File: src/timer_clock_level_pkg.sv
// Constants shared by the timer clock-source and output-level control slice.
// Assumes one 100 MHz core clock and a 32-bit Avalon-MM register bus.
`default_nettype none

package timer_clock_level_pkg;

    // ----------------------------------------------------------------
    // Bus and register map
    // ----------------------------------------------------------------
    localparam int          BUS_ADDR_W     = 4;
    localparam int          BUS_DATA_W     = 32;
    localparam logic [3:0]  CONTROL_OFFSET = 4'h0;
    localparam logic [3:0]  STATUS_OFFSET  = 4'h4;

    // ----------------------------------------------------------------
    // Control register fields
    // ----------------------------------------------------------------
    localparam int          CTRL_W          = 8;
    localparam int          COUNTER_CLEAR_ENABLE_BIT        = 7;
    localparam int          CKS_LSB         = 4;
    localparam int          CKS_W           = 3;
    localparam int          LEVEL_LSB       = 1;
    localparam int          PIN_COUNT       = 3;
    localparam logic [7:0]  CTRL_RESET      = 8'h00;
    localparam logic [7:0]  CTRL_WRITE_MASK = 8'hfe;

    // ----------------------------------------------------------------
    // Status register fields
    // ----------------------------------------------------------------
    localparam int          STAT_LEVEL_LSB  = 1;
    localparam int          STAT_SEEN_LSB   = 4;
    localparam int          STAT_COUNT_LSB  = 16;
    localparam int          COUNT_W         = 16;

    // ----------------------------------------------------------------
    // Clock source codes
    // ----------------------------------------------------------------
    localparam logic [2:0]  CKS_DIV1  = 3'h0;
    localparam logic [2:0]  CKS_DIV2  = 3'h1;
    localparam logic [2:0]  CKS_DIV4  = 3'h2;
    localparam logic [2:0]  CKS_DIV8  = 3'h3;
    localparam int          CKS_EXT_BIT = 2;
    localparam int          DIV_W       = 3;
    localparam logic [2:0]  DIV_LAST    = 3'h7;

    // Bus handshake states.
    typedef enum logic [1:0] {
        BUS_IDLE = 2'b01,
        BUS_ACK  = 2'b10
    } bus_state_t;

endpackage

`default_nettype wire

File: src/count_source_gen.sv
// Count-enable generator: prescale taps, external event edges, subclock edges.
// Assumes raw pin inputs are asynchronous to core_clk and sub_mode is on core_clk.
`timescale 1ns/1ps
`default_nettype none

module count_source_gen (
    input  wire logic                                   core_clk,
    input  wire logic                                   rst,
    input  wire logic [timer_clock_level_pkg::CKS_W-1:0] select,
    input  wire logic                                   sub_mode,
    input  wire logic                                   event_pin,
    input  wire logic                                   subclock_pin,
    output logic                                        count_tick
);
    import timer_clock_level_pkg::*;

    logic [DIV_W-1:0] div_q;
    logic [DIV_W-1:0] next_div_q;
    logic [2:0]       ev_sh;
    logic [2:0]       next_ev_sh;
    logic [2:0]       sub_sh;
    logic [2:0]       next_sub_sh;
    logic             next_count_tick;
    logic             ev_edge;
    logic             sub_edge;

    // The divider runs free, so a tap change takes effect on the next cycle, without restarting the divider phase.
    function automatic logic tap_hit(input logic [DIV_W-1:0] q, input logic [2:0] sel);
        logic hit;
        hit = 1'b0;
        unique case (sel[1:0])
            CKS_DIV1[1:0]: hit = 1'b1;
            CKS_DIV2[1:0]: hit = q[0];
            CKS_DIV4[1:0]: hit = &q[1:0];
            CKS_DIV8[1:0]: hit = (q == DIV_LAST);
        endcase
        return hit;
    endfunction

    // ----------------------------------------------------------------
    // Next values
    // ----------------------------------------------------------------
    always_comb begin
        next_div_q  = div_q + 3'h1;
        next_ev_sh  = {ev_sh[1:0], event_pin};
        next_sub_sh = {sub_sh[1:0], subclock_pin};
        ev_edge     = ev_sh[1] & ~ev_sh[2];
        sub_edge    = sub_sh[1] & ~sub_sh[2];
        if (select[CKS_EXT_BIT]) begin
            next_count_tick = ev_edge;
        end else if (sub_mode) begin
            next_count_tick = sub_edge;
        end else begin
            next_count_tick = tap_hit(div_q, select);
        end
    end

    always_ff @(posedge core_clk or posedge rst) begin
        if (rst) begin
            div_q      <= 3'h0;
            ev_sh      <= 3'h0;
            sub_sh     <= 3'h0;
            count_tick <= 1'b0;
        end else begin
            div_q      <= next_div_q;
            ev_sh      <= next_ev_sh;
            sub_sh     <= next_sub_sh;
            count_tick <= next_count_tick;
        end
    end

    // ----------------------------------------------------------------
    // Checks
    // ----------------------------------------------------------------
    a_div1_every_cycle: assert property (@(posedge core_clk) disable iff (rst)
        (select == CKS_DIV1 && !sub_mode) |=> (count_tick || $past(select) != CKS_DIV1 || $past(sub_mode)))
        else $error("undivided source missed a cycle");
    a_div2_gap: assert property (@(posedge core_clk) disable iff (rst)
        (count_tick && $past(select) == CKS_DIV2 && !$past(sub_mode) && select == CKS_DIV2 && !sub_mode)
        |=> (!count_tick || $past(select) != CKS_DIV2 || $past(sub_mode)))
        else $error("divide by two ticked twice in a row");
    a_div8_phase: assert property (@(posedge core_clk) disable iff (rst)
        (select == CKS_DIV8 && !sub_mode) |=> (count_tick == ($past(div_q) == DIV_LAST) || $past(select) != CKS_DIV8
        || $past(sub_mode)))
        else $error("divide by eight tick out of phase");
    a_ext_edge_tick: assert property (@(posedge core_clk) disable iff (rst)
        (select[CKS_EXT_BIT] && ev_sh[1] && !ev_sh[2]) |=> (count_tick || !$past(select[CKS_EXT_BIT])))
        else $error("event edge not counted");
    a_ext_no_level: assert property (@(posedge core_clk) disable iff (rst)
        (select[CKS_EXT_BIT] && ev_sh[2]) |=> !count_tick || !$past(select[CKS_EXT_BIT]))
        else $error("event level counted twice");
    a_sub_edge_only: assert property (@(posedge core_clk) disable iff (rst)
        (!select[CKS_EXT_BIT] && sub_mode && !(sub_sh[1] && !sub_sh[2])) |=> !count_tick)
        else $error("sub mode ticked without subclock edge");

    c_ext_tick: cover property (@(posedge core_clk) disable iff (rst) select[CKS_EXT_BIT] && count_tick);
    c_sub_tick: cover property (@(posedge core_clk) disable iff (rst) !select[CKS_EXT_BIT] && sub_mode && count_tick);

endmodule

`default_nettype wire

File: src/timer_clock_and_output_level_ctl.sv
// Timer channel slice: count clock selection, counter, and initial compare output levels.
// Assumes compare match pulses come from neighbouring logic on core_clk, one cycle each.
`timescale 1ns/1ps
`default_nettype none

// What this block does
// - Select field codes 000..011 count the system clock undivided, /2, /4, /8.
// - Select field top bit set counts rising edges of the external event input.
// - Internal source in subactive or subsleep mode counts the subclock instead.
// - Pin D shows control bit 3 from configuration until first compare match D.
// - Pin C shows control bit 2 until the first compare match C.
// - Pin B shows control bit 1 until the first compare match B.
// - With counter clear enable at 0 the counter runs freely, never cleared.
module timer_clock_and_output_level_ctl (
    input  wire logic                                          core_clk,
    input  wire logic                                          rst,
    input  wire logic [timer_clock_level_pkg::BUS_ADDR_W-1:0]  avs_address,
    input  wire logic                                          avs_read,
    input  wire logic                                          avs_write,
    input  wire logic [timer_clock_level_pkg::BUS_DATA_W-1:0]  avs_writedata,
    input  wire logic [3:0]                                    avs_byteenable,
    output logic      [timer_clock_level_pkg::BUS_DATA_W-1:0]  avs_readdata,
    output logic                                               avs_waitrequest,
    input  wire logic                                          external_event_count_input,
    input  wire logic                                          subclock_input,
    input  wire logic                                          sub_power_mode,
    input  wire logic                                          compare_match_a,
    input  wire logic                                          compare_match_b,
    input  wire logic                                          compare_match_c,
    input  wire logic                                          compare_match_d,
    output logic                                               compare_output_pin_b,
    output logic                                               compare_output_pin_c,
    output logic                                               compare_output_pin_d,
    output logic                                               count_enable,
    output logic                                               counter_clear_enable,
    output logic      [timer_clock_level_pkg::COUNT_W-1:0]     timer_count_value
);
    import timer_clock_level_pkg::*;

    // ----------------------------------------------------------------
    // State
    // ----------------------------------------------------------------
    bus_state_t              bus_state;
    bus_state_t              next_bus_state;
    logic [CTRL_W-1:0]       control;
    logic [CTRL_W-1:0]       next_control;
    logic [PIN_COUNT-1:0]    seen;
    logic [PIN_COUNT-1:0]    next_seen;
    logic [PIN_COUNT-1:0]    pin_level;
    logic [PIN_COUNT-1:0]    next_pin_level;
    logic [PIN_COUNT-1:0]    match;
    logic [PIN_COUNT-1:0]    init_level;
    logic [PIN_COUNT-1:0]    seen_kept;
    logic [COUNT_W-1:0]      count;
    logic [COUNT_W-1:0]      next_count;
    logic [BUS_DATA_W-1:0]   readdata_q;
    logic [BUS_DATA_W-1:0]   next_readdata;
    logic                    access;
    logic                    accept;
    logic                    control_write;
    logic                    count_tick;
    logic [CKS_W-1:0]        clock_select;

    function automatic logic [BUS_DATA_W-1:0] read_word(
        input logic [BUS_ADDR_W-1:0] addr,
        input logic [CTRL_W-1:0]     ctl,
        input logic [PIN_COUNT-1:0]  lvl,
        input logic [PIN_COUNT-1:0]  sn,
        input logic [COUNT_W-1:0]    cnt
    );
        logic [BUS_DATA_W-1:0] word;
        word = '0;
        if (addr == CONTROL_OFFSET) begin
            word[CTRL_W-1:0] = ctl;
        end else if (addr == STATUS_OFFSET) begin
            word[STAT_LEVEL_LSB +: PIN_COUNT] = lvl;
            word[STAT_SEEN_LSB +: PIN_COUNT]  = sn;
            word[STAT_COUNT_LSB +: COUNT_W]   = cnt;
        end
        return word;
    endfunction

    assign match        = {compare_match_d, compare_match_c, compare_match_b};
    assign clock_select = control[CKS_LSB +: CKS_W];

    // ----------------------------------------------------------------
    // Count source
    // ----------------------------------------------------------------
    count_source_gen u_source (
        .core_clk     (core_clk),
        .rst          (rst),
        .select       (clock_select),
        .sub_mode     (sub_power_mode),
        .event_pin    (external_event_count_input),
        .subclock_pin (subclock_input),
        .count_tick   (count_tick)
    );

    // ----------------------------------------------------------------
    // Avalon slave: one wait cycle, then the answer
    // ----------------------------------------------------------------
    // A fixed single wait state keeps read data registered without a combinational mux on the bus.
    assign access          = avs_read || avs_write;
    assign accept          = access && (bus_state == BUS_ACK);
    assign avs_waitrequest = access && (bus_state != BUS_ACK);
    assign avs_readdata    = readdata_q;
    assign control_write   = accept && avs_write && (avs_address == CONTROL_OFFSET) && avs_byteenable[0];

    always_comb begin
        next_bus_state = BUS_IDLE;
        next_readdata  = readdata_q;
        unique case (bus_state)
            BUS_IDLE: begin
                if (access) begin
                    next_bus_state = BUS_ACK;
                    next_readdata  = read_word(avs_address, control, pin_level, seen, count);
                end
            end
            BUS_ACK: begin
                next_bus_state = BUS_IDLE;
            end
            default: begin
                next_bus_state = BUS_IDLE;
            end
        endcase
    end

    always_ff @(posedge core_clk or posedge rst) begin
        if (rst) begin
            bus_state  <= BUS_IDLE;
            readdata_q <= '0;
        end else begin
            bus_state  <= next_bus_state;
            readdata_q <= next_readdata;
        end
    end

    // ----------------------------------------------------------------
    // Control register and compare output levels
    // ----------------------------------------------------------------
    // After the first match each pin toggles on its match; a new control write re-arms the initial level.
    always_comb begin
        next_control = control;
        if (control_write) begin
            next_control = avs_writedata[CTRL_W-1:0] & CTRL_WRITE_MASK;
        end
        init_level     = next_control[LEVEL_LSB +: PIN_COUNT];
        seen_kept      = control_write ? '0 : seen;
        next_seen      = seen_kept | match;
        for (int i = 0; i < PIN_COUNT; i++) begin
            if (match[i]) begin
                next_pin_level[i] = ~pin_level[i];
            end else if (seen_kept[i]) begin
                next_pin_level[i] = pin_level[i];
            end else begin
                next_pin_level[i] = init_level[i];
            end
        end
    end

    always_ff @(posedge core_clk or posedge rst) begin
        if (rst) begin
            control   <= CTRL_RESET;
            seen      <= '0;
            pin_level <= '0;
        end else begin
            control   <= next_control;
            seen      <= next_seen;
            pin_level <= next_pin_level;
        end
    end

    assign compare_output_pin_b = pin_level[0];
    assign compare_output_pin_c = pin_level[1];
    assign compare_output_pin_d = pin_level[2];
    assign counter_clear_enable = control[COUNTER_CLEAR_ENABLE_BIT];
    assign count_enable         = count_tick;

    // ----------------------------------------------------------------
    // Counter
    // ----------------------------------------------------------------
    always_comb begin
        next_count = count;
        if (counter_clear_enable && compare_match_a) begin
            next_count = '0;
        end else if (count_tick) begin
            next_count = count + 16'h0001;
        end
    end

    always_ff @(posedge core_clk or posedge rst) begin
        if (rst) begin
            count <= '0;
        end else begin
            count <= next_count;
        end
    end

    assign timer_count_value = count;

    // ----------------------------------------------------------------
    // Checks
    // ----------------------------------------------------------------
    a_pin_d_init: assert property (@(posedge core_clk) disable iff (rst)
        (control_write && !compare_match_d) |=> compare_output_pin_d == $past(avs_writedata[3]))
        else $error("pin d does not show its initial level");
    a_pin_c_init: assert property (@(posedge core_clk) disable iff (rst)
        (control_write && !compare_match_c) |=> compare_output_pin_c == $past(avs_writedata[2]))
        else $error("pin c does not show its initial level");
    a_pin_b_hold: assert property (@(posedge core_clk) disable iff (rst)
        (control_write && !compare_match_b) ##1 (!compare_match_b)[*3] |=> compare_output_pin_b == control[1])
        else $error("pin b left its initial level before a match");
    a_match_moves_pin: assert property (@(posedge core_clk) disable iff (rst)
        compare_match_b |=> compare_output_pin_b != $past(compare_output_pin_b))
        else $error("compare match b did not move the pin");
    a_free_run: assert property (@(posedge core_clk) disable iff (rst)
        (!counter_clear_enable && count_enable) |=> timer_count_value == $past(timer_count_value) + 16'h0001)
        else $error("free running counter failed to advance");
    a_no_clear_free: assert property (@(posedge core_clk) disable iff (rst)
        (!counter_clear_enable && compare_match_a && !count_enable) |=> $stable(timer_count_value))
        else $error("counter cleared while clearing is off");
    a_bus_one_wait: assert property (@(posedge core_clk) disable iff (rst)
        (access && avs_waitrequest) |=> !avs_waitrequest)
        else $error("waitrequest held longer than one cycle");

    c_first_match_d: cover property (@(posedge core_clk) disable iff (rst) compare_match_d && !seen[2]);
    c_clear_on_match: cover property (@(posedge core_clk) disable iff (rst) counter_clear_enable && compare_match_a);
    c_status_read: cover property (@(posedge core_clk) disable iff (rst)
        accept && avs_read && avs_address == STATUS_OFFSET);

endmodule

`default_nettype wire

File: config.mk
export PLATFORM = sky130hd
export DESIGN_NAME = timer_clock_and_output_level_ctl
export DESIGN_NICKNAME = d
export VERILOG_FILES = /design/src/timer_clock_level_pkg.sv /design/src/count_source_gen.sv /design/src/timer_clock_and_output_level_ctl.sv
export SDC_FILE = /design/constraint.sdc
export NUM_CORES = 1
export LEC_CHECK = 0
export ABC_AREA = 0
export BUFFER_PORTS_ARGS = -buffer_cell sky130_fd_sc_hd__buf_2
export CORE_MARGIN = 5
export CORE_UTILIZATION = 50
export CTS_BUF_LIST = sky130_fd_sc_hd__clkbuf_8
export DETAILED_ROUTE_END_ITERATION = 10
export PLACE_DENSITY_LB_ADDON = 0.25
export SETUP_SLACK_MARGIN = 0.5
export SYNTH_ARGS = -nofsm -noshare
export SYNTH_HDL_FRONTEND = slang
export SYNTH_SLANG_ARGS = --single-unit
File: constraint.sdc
create_clock -name core_clk -period 5.65 [get_ports core_clk]
set_input_delay 1.13 -clock core_clk [delete_from_list [all_inputs] [get_ports core_clk]]
set_output_delay 1.13 -clock core_clk [all_outputs]
set_load 0.01 [all_outputs]
==> flow_summary.json <==
{
  "cts_root_buffer": "clkbuf_8",
  "netlist_instances": 242,
  "vias_per_cell": 5.492,
  "power_mw": 1.245,
  "min-delay-start": "u_source.sub_sh[0]",
  "critPathLaunchType": "input port",
  "dp_slack_ps": 2698,
  "maxCapViolations": 0,
  "hold_viol": 0,
  "ys_seq_area_share_pct": 56.16,
  "synth_seq_cells": 64,
  "final.setup.tns_ps": 0,
  "max_clock_freq_mhz": 338.6,
  "ir_drop_v": 0.0002469,
  "rows": 27,
  "required_ps": 4520,
  "diodes": 0,
  "synthXorXnorAreaFrac_pct": 0.9206,
  "grt_use_total_pct": 17.94,
  "ant_nets": 0,
  "clkTransAtPathRegs_ps": 60,
  "slew_headroom_pct": 34.62,
  "cts_tree": "built",
  "clkLatencyLatePin_ps": 320,
  "synthArstFlopShare_pct": 100.0,
  "die_w_um": 85.55,
  "tightest_slew_ps": 971.8,
  "syn_area_per_cell_um2": 11.79,
  "areaGrowthSynthToFinish_pct": 17.45,
  "first_pass_iters": 4,
  "fin_skew_ps": 8.337,
  "crit_arrival_ps": 1820,
  "fillers": 481,
  "die_h_um": 85.55,
  "hold_path_class": "flip-flop to flip-flop",
  "cts.path.max_buffers": 2,
  "synth_edf_count": 0,
  "dp_hpwl_mm": 4.313,
  "cts_sinks": 64,
  "finalMaxSlewViolations": 0,
  "grt_max_degree": 65,
  "p_leak_nw": 1.690,
  "cts_resized": 0,
  "antenna_found_initial": 0,
  "grt_pass1_wl_mm": 10.38,
  "crit_path_end_kind": "output port",
  "setup_ws_ps": 2697,
  "ios": 105,
  "synthFlopType": "dfrtp_1",
  "period_minus_slack_ps": 2953,
  "synth_compound_area_share_pct": 13.59,
  "drc": 0,
  "numCtsBuffers": 9,
  "drive_gt1_share_pct": 30.77,
  "ys_warn_count": 0,
  "initial_core_util_pct": 51.51,
  "crit_type": "input port to output port",
  "io_buffer_count": 67,
  "htreeDepth": 3,
  "fin_crit_sh_pct": 52.27,
  "layout.cells.non_filler": 384,
  "hold_buffers": 0,
  "yosys-mux-area-fraction_pct": 7.672,
  "synth_fa_ha_area_share_pct": 1.315,
  "place_congestion": 0.7780,
  "coreArea_um2": 5540,
  "grt_pass1_vias": 2163,
  "die_area_um2": 7319,
  "yosys.area_share.simple_pct": 14.38,
  "wire_per_inst_um": 15.85,
  "crit_start": "avs_write",
  "r2r-start": "bus_state[0]",
  "netlist_area_um2": 2854,
  "status": "finished, final reports clean",
  "rsz0062_at_grt": "false",
  "powerDensity_nw_per_um2": 371.4,
  "dp.cells": 371,
  "num_vias": 2109,
  "cp_max_fo": 4,
  "first_iter_violations": 133,
  "setup_viol": 0,
  "drt-total-wl_mm": 6.085,
  "grt-ovfl-total": 0,
  "synth_top_family_by_area": "simple AND/OR/NAND/NOR gates",
  "post_cts.repair.setup_buffers": 0,
  "synth.distinct_cells": 42,
  "nNetsFinal": 364
}
cells in the final DEF (no fill, tap or decap), types with 4 or more instances in the layout:
cell type / n
a21oi_1: 7
a22o_1: 16
buf_2: 67
clkbuf_8: 11
conb_1: 9
dfrtp_1: 63
inv_1: 11
mux2_2: 7
mux2i_1: 14
nand2_1: 14
nand2b_1: 6
nand3_1: 8
nand4_1: 5
nor2_1: 4
nor2b_1: 4
nor3b_1: 4
nor4_1: 6
o21ai_0: 5
o2bb2ai_1: 6
o31ai_1: 4
or2_2: 5
or4_1: 5
Yosys cell counts, drive strengths merged (6+ instances only):
library cell | n | area (um2)
a21oi | 7 | 35.03
a22o | 16 | 140.1
buf | 15 | 110.1
dfrtp | 63 | 1577
inv | 11 | 41.29
mux2 | 7 | 78.83
mux2i | 14 | 140.1
nand2 | 14 | 52.55
nand2b | 6 | 37.54
nand3 | 8 | 40.04
nor4 | 6 | 37.54
o2bb2ai | 6 | 52.55
metal layers:
| layer | track usage [%] | up-vias | part of all wire [%] |
|---|---|---|---|
| met1 | 23.43 | 1036 | 45 |
| met5 | 0 | - | 0 |
| li1 | - | 1005 | - |
| met4 | 6.763 | 0 | 1.2 |
| met3 | 4.995 | 8 | 6.3 |
| met2 | 28.53 | 60 | 47 |
registers in the layout (all words and copies together) (netlist names):
name                 count
avs_readdata            23
timer_count_value       16
control                  7
pin_level                3
seen                     3
u_source.div_q           3
u_source.ev_sh           3
u_source.sub_sh          3
bus_state                2
u_source.count_tick      1
worst paths after layout:
check                                     end  slack [ps]  cells after the start
max                           avs_waitrequest        2700                      4
min                        u_source.sub_sh[1]         350                      0
max reg2reg                  avs_readdata[24]        3780                      3
min reg2reg                u_source.sub_sh[1]         350                      0
max in group asynchronous        bus_state[1]        4110                      3
min in group asynchronous   u_source.ev_sh[1]        1020                      3
per-stage QoR:
step	instance area, um2	hold WS, ps	util (%)
6_report	3352	348.9	60.50
5_1_grt	3352	357.8	60.50
4_1_cts	3352	353.5	60.50
3_5_place_dp	3192	339.5	57.61
3_3_place_gp	3192	332.7	57.61
2_1_floorplan	2884	331.2	-
report_power, final:
group / switching [mW] / internal (mW) / leakage, nW
Sequential: 0.0976 / 0.535 / 0.824
Combinational: 0.172 / 0.119 / 0.778
Clock: 0.147 / 0.173 / 0.0883
cell type report:
type / instances / area [um2] / area share, %
inverters: 11 / 41.29 / 1.232
flip-flops and latches: 64 / 1603 / 47.82
clock buffers: 11 / 151.4 / 4.517
multi-input cells: 156 / 1115 / 33.26
repair buffers: 68 / 342.8 / 10.23
clock inverters: 2 / 8.758 / 0.2613
well taps: 72 / 90.09 / 2.688
worst max-delay path: stages:
cell and delay, ps:
buf_2 110, or2_2 310, a21boi_0 130, buf_2 140
cells by family (layout without fill, tap and decap cells):
family                     count (synthesis)  count (layout)
adders and majority gates                  3               3
other                                      1               9
buffers and inverters                     30              92
and+or+nand+nor                           69              69
xor gates and xnor gates                   3               3
AOI/OAI and AO/OA                         51              51
DFF                                       64              64
muxes                                     21              21
No activity file was read; power rests on OpenSTA's default activity.
